==> config.mk <==
export PLATFORM = sky130hd
export DESIGN_NAME = crc_packet_host_link
export DESIGN_NICKNAME = d
export VERILOG_FILES = /design/src/core/pkt_link_pkg.sv /design/src/core/crc_packet_host_link.sv
export SDC_FILE = /design/constraint.sdc
export NUM_CORES = 1
export LEC_CHECK = 0
export ABC_AREA = 0
export BUFFER_PORTS_ARGS = -buffer_cell sky130_fd_sc_hd__buf_2
export CAP_MARGIN = 20
export CORE_AREA = 2 2 236 238
export CTS_BUF_LIST = sky130_fd_sc_hd__clkbuf_8
export DETAILED_ROUTE_END_ITERATION = 12
export DIE_AREA = 0 0 238 240
export SLEW_MARGIN = 30
export SYNTH_ARGS = -nofsm -noshare
export SYNTH_HDL_FRONTEND = slang
export SYNTH_SLANG_ARGS = --single-unit
==> constraint.sdc <==
create_clock -name SYS_CLK_IN -period 5.9 [get_ports SYS_CLK_IN]
set_input_delay 0.885 -clock SYS_CLK_IN [delete_from_list [all_inputs] [get_ports SYS_CLK_IN]]
set_output_delay 0.885 -clock SYS_CLK_IN [all_outputs]
set_load 0.005 [all_outputs]
==> src/core/pkt_link_pkg.sv <==
// Constants, carrier types and checksum step shared by the packet link core.
// How it works
// [RQ1] Packet opens with type byte, then length
// [RQ2] Length byte counts payload, locates check field
// [RQ3] Payload count stays within 0 to 22
// [RQ4] Each type has own payload length, layout
// [RQ5] 16-bit check over type, length, payload
// [RQ6] Check sent low byte, then high byte
// [RQ7] Check follows last used payload byte directly
// [RQ8] Host awaits acknowledgement before next packet
// [RQ9] After errors, discard and resync on valid packet
// [RQ10] Answer type keeps command's low six bits
// [RQ11] Answer every packet within 250 ms
// [RQ12] Host retries unanswered packets, then reports
// [RQ13] Bad check or length: drop silently
// [RQ14] All framing bytes treated as unsigned
package pkt_link_pkg;
  timeunit 1ns;
  timeprecision 1ps;

  // ----------------------------------------------------------------
  // Framing constants
  // ----------------------------------------------------------------
  localparam int BYTE_W = 8;              // Every framing byte is unsigned 8 bit
  localparam int MAX_LEN = 22;            // Largest payload count
  localparam int IDX_W = 5;               // Holds 0..MAX_LEN
  localparam int LOW_TYPE_W = 6;          // Type bits echoed in the answer
  localparam logic [1:0] CODE_RESPONSE = 2'h1; // Upper type bits of a normal answer
  localparam logic [1:0] CODE_ERROR = 2'h2;    // Upper type bits of an error answer

  // ----------------------------------------------------------------
  // Check field: reflected 16-bit CRC, inverted at the end
  // ----------------------------------------------------------------
  localparam logic [15:0] CRC_INIT = 16'hffff;
  localparam logic [15:0] CRC_POLY = 16'h8408;
  localparam logic [15:0] CRC_XOR = 16'hffff;

  // ----------------------------------------------------------------
  // Timing
  // ----------------------------------------------------------------
  localparam longint CLK_HZ = 200000000;  // System clock rate
  localparam longint RESP_TIME_MS = 250;  // Longest wait before answering
  // Longest time, so round down
  localparam int RESP_CYCLES = int'((CLK_HZ * RESP_TIME_MS) / 1000);

  // ----------------------------------------------------------------
  // Carriers
  // ----------------------------------------------------------------
  typedef struct packed {
    logic [BYTE_W-1:0] kind;  // Type byte
    logic [BYTE_W-1:0] len;   // Payload count
  } pkt_hdr_t;

  typedef logic [MAX_LEN*BYTE_W-1:0] payload_t;  // Byte 0 in the low lane

  // One byte through the check register, least significant bit first
  function automatic logic [15:0] crc_step(input logic [15:0] crc, input logic [7:0] data);
    logic [15:0] c;
    c = crc ^ {8'h00, data};
    for (int i = 0; i < 8; i++) begin
      c = c[0] ? ((c >> 1) ^ CRC_POLY) : (c >> 1);
    end
    return c;
  endfunction

endpackage

==> src/core/crc_packet_host_link.sv <==
// Packet receiver, answer framer and two-entry output buffer of the host link.
module crc_packet_host_link #(
  parameter int RESP_LIMIT = pkt_link_pkg::RESP_CYCLES  // Cycles before an automatic error answer
) (
  input wire logic SYS_CLK_IN,
  input wire logic RST_N_IN,
  // Byte stream from the host (same clock domain, no synchroniser needed)
  input wire logic [7:0] RX_DATA_IN,
  input wire logic RX_VALID_IN,
  output logic RX_READY_OUT,
  // Checked command towards the device logic
  output logic CMD_VALID_OUT,
  output pkt_link_pkg::pkt_hdr_t CMD_HDR_OUT,
  output pkt_link_pkg::payload_t CMD_DATA_OUT,
  // Answer from the device logic, taken while CMD_VALID_OUT is high
  input wire logic RSP_VALID_IN,
  input wire logic RSP_ERROR_IN,
  input wire logic [7:0] RSP_LEN_IN,
  input wire pkt_link_pkg::payload_t RSP_DATA_IN,
  // Byte stream towards the host
  output logic [7:0] TX_DATA_OUT,
  output logic TX_VALID_OUT,
  input wire logic TX_READY_IN
);
  timeunit 1ns;
  timeprecision 1ps;
  import pkt_link_pkg::*;

  // Refuse a limit that the response timer cannot count to
  if (RESP_LIMIT < 1) begin : g_bad_limit
    $error("RESP_LIMIT must be at least one cycle");
  end

  // ----------------------------------------------------------------
  // Receive side
  // ----------------------------------------------------------------
  typedef enum logic [2:0] {R_TYPE, R_LEN, R_DATA, R_CRC_LO, R_CRC_HI, R_HOLD} rx_state_t;

  rx_state_t rx_state;       // Where in the packet we are
  rx_state_t next_rx_state;  // Decoded next position
  logic [IDX_W-1:0] rx_idx;  // Payload byte counter
  logic [15:0] rx_crc;       // Running check
  logic [7:0] rx_crc_lo;     // Low check byte received
  logic rx_take;             // A byte is accepted this cycle
  logic answer_take;         // Answer leaves the hold this cycle
  logic timeout;             // No answer in time

  assign rx_take = RX_VALID_IN && RX_READY_OUT;

  // Next receive position
  always_comb begin
    next_rx_state = rx_state;
    unique case (rx_state)
      R_TYPE: if (rx_take) next_rx_state = R_LEN;  // see [RQ1]
      R_LEN: begin
        if (rx_take) begin
          // Oversized count: drop, this byte may open a real packet
          if (RX_DATA_IN > 8'(MAX_LEN)) next_rx_state = R_LEN;  // see [RQ3] see [RQ13] see [RQ9]
          else if (RX_DATA_IN == 8'h00) next_rx_state = R_CRC_LO;  // see [RQ7]
          else next_rx_state = R_DATA;  // see [RQ2]
        end
      end
      R_DATA: if (rx_take && (8'(rx_idx) + 8'h01 == CMD_HDR_OUT.len)) next_rx_state = R_CRC_LO;  // see [RQ2]
      R_CRC_LO: if (rx_take) next_rx_state = R_CRC_HI;  // see [RQ6]
      R_CRC_HI: begin
        if (rx_take) begin
          // Mismatch is dropped without any answer
          if ({RX_DATA_IN, rx_crc_lo} == (rx_crc ^ CRC_XOR)) next_rx_state = R_HOLD;  // see [RQ5] see [RQ6]
          else next_rx_state = R_TYPE;  // see [RQ13] see [RQ9]
        end
      end
      R_HOLD: if (answer_take) next_rx_state = R_TYPE;
    endcase
  end

  // State and ready; ready drops while a command awaits its answer
  always_ff @(posedge SYS_CLK_IN) begin
    if (!RST_N_IN) begin
      rx_state <= R_TYPE;
      RX_READY_OUT <= 1'b0;
    end else begin
      rx_state <= next_rx_state;
      RX_READY_OUT <= (next_rx_state != R_HOLD);
    end
  end

  // Header, payload and check capture; bytes kept unsigned throughout
  always_ff @(posedge SYS_CLK_IN) begin
    if (!RST_N_IN) begin
      CMD_HDR_OUT <= '0;
      CMD_DATA_OUT <= '0;
      rx_idx <= '0;
      rx_crc <= CRC_INIT;
      rx_crc_lo <= 8'h00;
    end else if (rx_take) begin  // see [RQ14]
      unique case (rx_state)
        R_TYPE: begin
          CMD_HDR_OUT.kind <= RX_DATA_IN;  // see [RQ1]
          rx_crc <= crc_step(CRC_INIT, RX_DATA_IN);  // see [RQ5]
        end
        R_LEN: begin
          rx_idx <= '0;
          if (RX_DATA_IN > 8'(MAX_LEN)) begin
            // Resync: the rejected count is tried as a type byte
            CMD_HDR_OUT.kind <= RX_DATA_IN;  // see [RQ9]
            rx_crc <= crc_step(CRC_INIT, RX_DATA_IN);
          end else begin
            CMD_HDR_OUT.len <= RX_DATA_IN;  // see [RQ2]
            rx_crc <= crc_step(rx_crc, RX_DATA_IN);  // see [RQ5]
          end
        end
        R_DATA: begin
          CMD_DATA_OUT[rx_idx*BYTE_W +: BYTE_W] <= RX_DATA_IN;
          rx_idx <= rx_idx + 5'h01;
          rx_crc <= crc_step(rx_crc, RX_DATA_IN);  // see [RQ5]
        end
        R_CRC_LO: rx_crc_lo <= RX_DATA_IN;  // see [RQ6]
        default: ;  // High check byte is compared, not stored
      endcase
    end
  end

  // ----------------------------------------------------------------
  // Answer handshake and response timer
  // ----------------------------------------------------------------
  typedef enum logic [2:0] {T_IDLE, T_TYPE, T_LEN, T_DATA, T_CRC_LO, T_CRC_HI} tx_state_t;

  tx_state_t tx_state;   // Framer position
  logic [31:0] timer;    // Cycles spent waiting for the answer

  assign timeout = (timer >= 32'(RESP_LIMIT - 1));
  assign answer_take = CMD_VALID_OUT && (RSP_VALID_IN || timeout);

  // Command offered only once the framer is free, so an answer is always taken at once
  always_ff @(posedge SYS_CLK_IN) begin
    if (!RST_N_IN) begin
      CMD_VALID_OUT <= 1'b0;
    end else if (answer_take) begin
      CMD_VALID_OUT <= 1'b0;
    end else if (rx_state == R_HOLD && tx_state == T_IDLE) begin
      CMD_VALID_OUT <= 1'b1;  // see [RQ10]
    end
  end

  // Wait counter; at its end the core answers with an error itself
  always_ff @(posedge SYS_CLK_IN) begin
    if (!RST_N_IN) begin
      timer <= '0;
    end else if (rx_state != R_HOLD || answer_take) begin
      timer <= '0;
    end else begin
      timer <= timer + 32'h1;  // see [RQ11]
    end
  end

  // ----------------------------------------------------------------
  // Answer framer
  // ----------------------------------------------------------------
  pkt_hdr_t tx_hdr;          // Answer header
  payload_t tx_data;         // Answer payload
  logic [IDX_W-1:0] tx_idx;  // Payload byte counter
  logic [15:0] tx_crc;       // Running check of sent bytes
  logic [7:0] push_data;     // Byte offered to the buffer
  logic push;                // Byte enters the buffer
  logic buf_ready;           // Buffer has room

  // Byte chosen by framer position
  always_comb begin
    push_data = 8'h00;
    unique case (tx_state)
      T_TYPE: push_data = tx_hdr.kind;
      T_LEN: push_data = tx_hdr.len;
      T_DATA: push_data = tx_data[tx_idx*BYTE_W +: BYTE_W];
      T_CRC_LO: push_data = tx_crc[7:0] ^ CRC_XOR[7:0];  // see [RQ6]
      T_CRC_HI: push_data = tx_crc[15:8] ^ CRC_XOR[15:8];  // see [RQ6]
      T_IDLE: push_data = 8'h00;
    endcase
  end

  assign push = (tx_state != T_IDLE) && buf_ready;

  // Framer sequence; stalls while the buffer is full
  always_ff @(posedge SYS_CLK_IN) begin
    if (!RST_N_IN) begin
      tx_state <= T_IDLE;
      tx_hdr <= '0;
      tx_data <= '0;
      tx_idx <= '0;
      tx_crc <= CRC_INIT;
    end else if (answer_take) begin
      tx_state <= T_TYPE;
      tx_idx <= '0;
      tx_crc <= CRC_INIT;
      if (RSP_VALID_IN) begin
        // Upper bits mark answer kind, low bits echo the command
        tx_hdr.kind <= {RSP_ERROR_IN ? CODE_ERROR : CODE_RESPONSE, CMD_HDR_OUT.kind[LOW_TYPE_W-1:0]};  // see [RQ10]
        tx_hdr.len <= (RSP_LEN_IN > 8'(MAX_LEN)) ? 8'(MAX_LEN) : RSP_LEN_IN;  // see [RQ3] see [RQ4]
        tx_data <= RSP_DATA_IN;
      end else begin
        // Late answer replaced by an empty error packet
        tx_hdr.kind <= {CODE_ERROR, CMD_HDR_OUT.kind[LOW_TYPE_W-1:0]};  // see [RQ10] see [RQ11]
        tx_hdr.len <= 8'h00;
      end
    end else if (push) begin
      unique case (tx_state)
        T_TYPE: tx_state <= T_LEN;  // see [RQ1]
        T_LEN: tx_state <= (tx_hdr.len == 8'h00) ? T_CRC_LO : T_DATA;  // see [RQ7]
        T_DATA: begin
          tx_idx <= tx_idx + 5'h01;
          if (8'(tx_idx) + 8'h01 == tx_hdr.len) tx_state <= T_CRC_LO;  // see [RQ7]
        end
        T_CRC_LO: tx_state <= T_CRC_HI;
        T_CRC_HI: tx_state <= T_IDLE;
        T_IDLE: tx_state <= T_IDLE;
      endcase
      if (tx_state == T_TYPE || tx_state == T_LEN || tx_state == T_DATA) begin
        tx_crc <= crc_step(tx_crc, push_data);  // see [RQ5]
      end
    end
  end

  // ----------------------------------------------------------------
  // Two-entry output buffer; head feeds the port straight from flops
  // ----------------------------------------------------------------
  logic [7:0] spare_data;  // Second entry
  logic spare_valid;       // Second entry in use
  logic pop;               // Host takes the head

  assign pop = TX_VALID_OUT && TX_READY_IN;
  // Room only while the spare is empty, so a host stall halts the framer
  assign buf_ready = !spare_valid;

  // Head and spare; a stall by the host loses no byte
  always_ff @(posedge SYS_CLK_IN) begin
    if (!RST_N_IN) begin
      TX_DATA_OUT <= 8'h00;
      TX_VALID_OUT <= 1'b0;
      spare_data <= 8'h00;
      spare_valid <= 1'b0;
    end else begin
      if (pop || !TX_VALID_OUT) begin
        // Head refills from spare first to keep byte order
        if (spare_valid) begin
          TX_DATA_OUT <= spare_data;
          TX_VALID_OUT <= 1'b1;
          spare_valid <= push;
          spare_data <= push_data;
        end else begin
          TX_DATA_OUT <= push_data;
          TX_VALID_OUT <= push;
        end
      end else if (push) begin
        spare_data <= push_data;
        spare_valid <= 1'b1;
      end
    end
  end

endmodule // crc_packet_host_link

==> results of run 1 <==
## final cells by class
cell class | instances | area share [%]
repair buffers | 425 | 8.62
diodes | 1 | 0.00979
multi-input cells | 1977 | 42.8
well taps | 704 | 3.45
clock inverters | 48 | 1.00
clock buffers | 98 | 5.28
inverters | 16 | 0.264
flip-flops and latches | 492 | 38.6
## where the power goes
group          internal [mW]  switching, mW  leakage (nW)
Clock                   1.56           1.42         0.945
Combinational          0.106          0.190          4.65
Sequential              3.34         0.0202          3.97
## path summary, 6_finish.rpt
path / end / start / depth (start not counted) / slack (ns)
setup / recovery: CMD_DATA_OUT[78] / rx_idx[0] / 9 / 1.83
hold / removal: CMD_DATA_OUT[61] / CMD_DATA_OUT[61] / 2 / 0.45
setup reg to reg: CMD_DATA_OUT[78] / rx_idx[0] / 9 / 1.83
hold reg to reg: CMD_DATA_OUT[61] / CMD_DATA_OUT[61] / 2 / 0.45
## worst register-to-register path, cell delays in order (launching register included)
cell and delay (ns):
dfxtp_1 0.69, inv_1 0.22, ha_1 0.30, nor3b_1 0.18, ha_1 0.59, o21ai_1 0.40, or2_2 0.49, nor2_1 0.72
mux2i_1 0.27, nor2_1 0.06
## cells in the mapped netlist, drive strengths merged, types with 5 or more instances
cell | count | area [um2]
a211oi | 6 | 50.1
nor2 | 236 | 886
a2bb2oi | 5 | 43.8
nor4 | 20 | 125
and2 | 18 | 113
xor2 | 51 | 462
or2 | 9 | 56.3
o21ai | 68 | 340
and3 | 14 | 87.6
a31oi | 5 | 31.3
nand2 | 637 | 2390
clkbuf | 161 | 604
ha | 5 | 62.6
o211ai | 32 | 240
o221ai | 5 | 43.8
nand3 | 113 | 566
inv | 15 | 56.3
mux2i | 46 | 460
a21oi | 401 | 2010
nor2b | 17 | 106
a22oi | 10 | 80.1
xnor2 | 66 | 586
nand4 | 35 | 219
nand2b | 9 | 56.3
buf | 36 | 199
or4 | 5 | 37.5
nor3 | 45 | 225
mux2 | 6 | 67.6
or3 | 17 | 106
o22ai | 8 | 68.8
mux4 | 37 | 852
dfxtp | 492 | 9850
## state kept, by name, indices dropped and copies added, names as in the netlist
name,count
CMD_DATA_OUT,176
CMD_HDR_OUT,16
CMD_VALID_OUT,1
RX_READY_OUT,1
TX_DATA_OUT,8
TX_VALID_OUT,1
rx_crc,16
rx_crc_lo,8
rx_idx,5
rx_state,3
spare_data,8
spare_valid,1
timer,32
tx_crc,16
tx_data,176
tx_hdr,16
tx_idx,5
tx_state,3
## logic make-up after synthesis
family                     after synthesis
adders and majority gates                5
DFF                                    492
muxes                                   89
buffers and inverters                  213
and+or+nand+nor                       1189
xor gates and xnor gates               120
AOI/OAI and AO/OA                      574
## per-layer routing
layer  share of wire (%)  up-vias  global-route usage (%)
met1                  45    10014                    35.6
met5               0.015        -                       0
met2                  44      748                    38.2
met3                 8.0      115                    5.41
met4                 2.8        2                    9.03
li1                    -     9803                       -
==> results_dict.tcl, run 1 <==
set metrics [dict create \
    status "completed" \
    synth_fp_nets 2885 \
    wl_per_cell_um 19.8 \
    post-place-ws_ns 1.86 \
    drtIter0Drc 1696 \
    yosys_warnings 0 \
    max_freq_ghz 0.246 \
    antenna_left 0 \
    grt_max_degree 189 \
    finalHoldViolations 0 \
    grt_remaining_overflow 0 \
    critPathRequiredTime_ns 6.38 \
    synth_seq_area_share_pct 45.6 \
    setup_viol 0 \
    die_w_um 238 \
    layout_commonest_cell "nand2_1" \
    hold_class "flip-flop to flip-flop" \
    finalPower_mw 6.63 \
    drt_first_pass_iters 5 \
    timing.final.crit_share_pct 68.9 \
    ys.flop_type "dfxtp_1" \
    cts_made_buffers 86 \
    dp_hpwl_mm 53.3 \
    synthCells 2682 \
    cts.sinks 492 \
    whs_ns 0.446 \
    final.setup.tns_ns 0 \
    setup.worst_path.end_class "flip-flop" \
    synth_edf_count 0 \
    worstPathMaxFanout 15 \
    htree_levels 3 \
    die_h_um 240 \
    finalNonFillerCells 3761 \
    slowest_stage "nor2_1" \
    via_per_inst 5.50 \
    root_buffer "clkbuf_8" \
    cellPowerDensity_nw_per_um2 260 \
    maxSlewHeadroom_pct 35.4 \
    post-cts-setup-buffer-count 0 \
    final_area_um2 25500 \
    syn_avg_cell_area_um2 8.05 \
    placed_cell_area_um2 23900 \
    cp_top_family "simple AND/OR/NAND/NOR gates" \
    post-route-util_pct 46.7 \
    finClkSkew_ns 0.0342 \
    async_reset_ff_share_pct 0 \
    antenna_found_initial 3 \
    setup_ws_ns 1.83 \
    multi_input_area_um2 10900 \
    register_area_um2 9860 \
    synth_fa_ha_area_share_pct 0.290 \
    synth_top_family_by_area "simple AND/OR/NAND/NOR gates" \
    synthSimpleGateAreaFrac_pct 23.6 \
    synth.distinct_cells 73 \
    netlist_area_um2 21600 \
    post_cts_resized 0 \
    drv_slew 0 \
    clockBufferDepth 3 \
    fp-row-count 86 \
    synth_compound_area_share_pct 15.0 \
    period_minus_slack_ns 4.07 \
    clkTransAtPathRegs_ns 0.06 \
    synth-xor-area-share_pct 5.17 \
    layout_common_cells "nand2_1 (635), dfxtp_1 (489), a21oi_1 (400), buf_2 (400), nor2_1 (234)" \
    peakVddDrop_mv 0.143 \
    ys_ff_latch 492 \
    nets 3201 \
    route.detailed.drc 0 \
    drive_gt1_share_pct 20.0 \
    initial_core_util_pct 39.5 \
    io-pin-count 401 \
    grt_pass1_vias 19467 \
    port_buffers 400 \
    grt_pass1_wl_mm 113 \
    worstSetupPathType "flip-flop to flip-flop" \
    grtUsageTotal_pct 25.3 \
    cts_tree "built" \
    slowest_delay_ns 0.71 \
    place_inst 3614 \
    critPathLaunchType "flip-flop" \
    clk_latency_ns 0.65 \
    crit_chain "inv_1 -> ha_1 -> nor3b_1 -> ha_1 -> o21ai_1 -> or2_2 -> nor2_1 -> mux2i_1 -> nor2_1" \
    fill_cells 5491 \
    rsz0062_at_grt "false" \
    core-area_um2 54700 \
    dieArea_um2 57100 \
    gp_congestion 0.920 \
    holdBufCountCts 0 \
    wl_mm 74.4 \
    cap_violations 0 \
    max_slew.worst_pin.slew_ns 0.970 \
    crit_buf_inv 1 \
    arrival_ns 4.55 \
    p_leak_nw 9.57 \
    synthMuxAreaShare_pct 6.39 \
    synthToLayoutAreaGrowth_pct 18.3 \
    num_vias 20682 \
]
(Power assumes the default switching activity.)
==> run 2, diff against run 1 <==
clock period = 4.1 ns   (was 5.9 ns; I/O delays follow)
==> run 2 against run 1 <==
Against the previous run:
- worst hold slack got worse by 0.30 ns
- count of clock-buffer cells in the layout rose by 7
- first-iteration DRC count rose by 12%
- non-clock buffer count rose by 26
- worst setup slack got worse by 1.2 ns
- power rose by 47%
- register-to-register slack got worse by 1.2 ns
- critical path depth did not move
==> results_dict.tcl, run 2 (synthesis gave the netlist of run 1 again) <==
set metrics [dict create \
    status "completed" \
    initial_core_util_pct 39.5 \
    crit_buf_inv 1 \
    slowest_stage "a211oi_2" \
    antenna_left 0 \
    slowest_delay_ns 0.57 \
    wl_mm 76.5 \
    grt_pass1_wl_mm 114 \
    drtIter0Drc 1907 \
    drive_gt1_share_pct 20.7 \
    cap_violations 0 \
    clk_latency_ns 0.70 \
    critical_path_depth 9 \
    worstPathMaxFanout 30 \
    arrival_ns 4.09 \
    holdPathEnd "tx_data[92]" \
    max_freq_ghz 0.287 \
    post-cts-setup-buffer-count 0 \
    top_regs "CMD_DATA_OUT x176, tx_data x176, timer x32" \
    io-pin-count 401 \
    route.detailed.drc 0 \
    antenna_found_initial 0 \
    critPathRequiredTime_ns 4.71 \
    p_comb_share_pct 4.5 \
    final.setup.tns_ns 0 \
    p_int_mw 7.29 \
    hold_class "input port to flip-flop" \
    drv_slew 0 \
    layout_commonest_cell "nand2_1" \
    critPathLaunchType "flip-flop" \
    finClkSkew_ns 0.0541 \
    nets 3228 \
    rrSetupSlack_ns 0.62 \
    die_w_um 238 \
    setup_viol 0 \
    post_cts_resized 0 \
    cellPowerDensity_nw_per_um2 376 \
    port_buffers 400 \
    cts_tree "built" \
    switching_share_pct 25.0 \
    dieArea_um2 57100 \
    peakVddDrop_mv 0.213 \
    grtUsageTotal_pct 25.9 \
    pwr-share-clk_pct 45.9 \
    period_minus_slack_ns 3.48 \
    r2r-end "tx_crc[3]" \
    cp_top_family "XOR/XNOR gates" \
    timing.final.crit_share_pct 85.0 \
    crit_chain "buf_12 -> mux4_2 -> nand4_1 -> a41oi_1 -> a211oi_2 -> xor2_2 -> xnor3_1 -> or3_1 -> nand3_1" \
    hold_depth 3 \
    holdBufCountCts 0 \
    layout_common_cells "nand2_1 (635), dfxtp_1 (490), a21oi_1 (401), buf_2 (400), nor2_1 (236)" \
    finalHoldViolations 0 \
    reg2regPathDepth 9 \
    max_slew.worst_pin.slew_ns 0.987 \
    worstSetupPathType "flip-flop to flip-flop" \
    rr_startpoint "tx_idx[0]" \
    num_vias 20753 \
    htree_levels 3 \
    maxSlewHeadroom_pct 34.2 \
    dp_hpwl_mm 55.5 \
    via_per_inst 5.47 \
    die_h_um 240 \
    root_buffer "clkbuf_8" \
    grt_remaining_overflow 0 \
    cts_made_buffers 87 \
    p_sw_mw 2.43 \
    clkTransAtPathRegs_ns 0.06 \
    wl_per_cell_um 20.2 \
    cts.sinks 492 \
    hold_start "RSP_DATA_IN[92]" \
    rsz0062_at_grt "false" \
    synthToLayoutAreaGrowth_pct 19.7 \
    p_seq_share_pct 49.7 \
    gp_congestion 0.937 \
    p_leak_nw 9.76 \
    grt_pass1_vias 19359 \
    setup.worst_path.end_class "flip-flop" \
    clockBufferDepth 3 \
    fp-row-count 86 \
    grt_max_degree 178 \
    diodes 0 \
    drt_first_pass_iters 6 \
    core-area_um2 54700 \
    finalPower_mw 9.72 \
]
==> run 2: cell types whose count changed in the layout (fill, tap and decap cells not counted), sizes merged <==
cell	delta
inv	+3
diode	-1
bufinv	-1
clkinvlp	-2
clkbuf	+7
buf	+26
==> run 2: cell type report <==
| type | count | area, um2 |
|---|---|---|
| Inverter | 16 | 67.6 |
| Sequential cell | 492 | 9850 |
| Clock inverter | 48 | 239 |
| Multi-Input combinational cell | 1977 | 10900 |
| Timing Repair Buffer | 451 | 2460 |
| Clock buffer | 105 | 1450 |
| Tap cell | 704 | 881 |
| Fill cell | 5450 | 28800 |
==> run 2: worst register-to-register path: cells and delay by family (launching register included) <==
| family | cells | cell delay, ns |
|---|---|---|
| XOR/XNOR | 2 | 0.79 |
| AO/OA/AOI/OAI | 2 | 0.74 |
| multiplexers | 1 | 0.57 |
| flip-flops | 1 | 0.52 |
| AND/OR/NAND/NOR | 3 | 0.51 |
| buffers and inverters | 1 | 0.28 |
==> run 2: through the flow <==
stage / utilization, % / hold WS [ns] / setup WS, ns / cell area (um2) / instances
finish: 47.3 / 0.151 / 0.615 / 25900 / 3793
global route: 47.3 / 0.114 / 0.441 / 25900 / 3793
CTS: 47.3 / 0.0969 / 0.614 / 25800 / 3793
detailed placement: 44.2 / 0.442 / 0.658 / 24200 / 3640
global placement: 44.2 / 0.437 / 0.681 / 24200 / 3640
floorplan: - / 0.432 / 0.885 / 21600 / 2682
==> run 2: how the worst max path moves through the flow <==
stage                     slack (ns)  startpoint           endpoint
after CTS                       0.61   tx_idx[0]          tx_crc[3]
after floorplan                 0.88   rx_idx[0]  CMD_DATA_OUT[140]
after global routing            0.44   tx_idx[0]          tx_crc[3]
after detailed placement        0.66   tx_idx[0]          tx_crc[3]
final                           0.62   tx_idx[0]          tx_crc[3]
after global placement          0.68   tx_idx[0]          tx_crc[3]
==> run 2: metal layers <==
layer | wire (um) | vias to the layer above | GRT usage [%]
met5 | 0 | - | 0
met4 | 2730 | 0 | 10.7
met3 | 5890 | 168 | 5.66
met2 | 33600 | 789 | 39.1
met1 | 34200 | 9928 | 36.0
li1 | - | 9868 | -
==> run 2: power groups by stage <==
stage	Sequential, mW	Combinational, mW	Clock, mW
floorplan	4.92	0.229	0
global placement	4.93	0.421	0
detailed placement	4.93	0.427	0
CTS	4.83	0.430	4.55
global route	4.83	0.465	4.78
finish	4.83	0.433	4.46
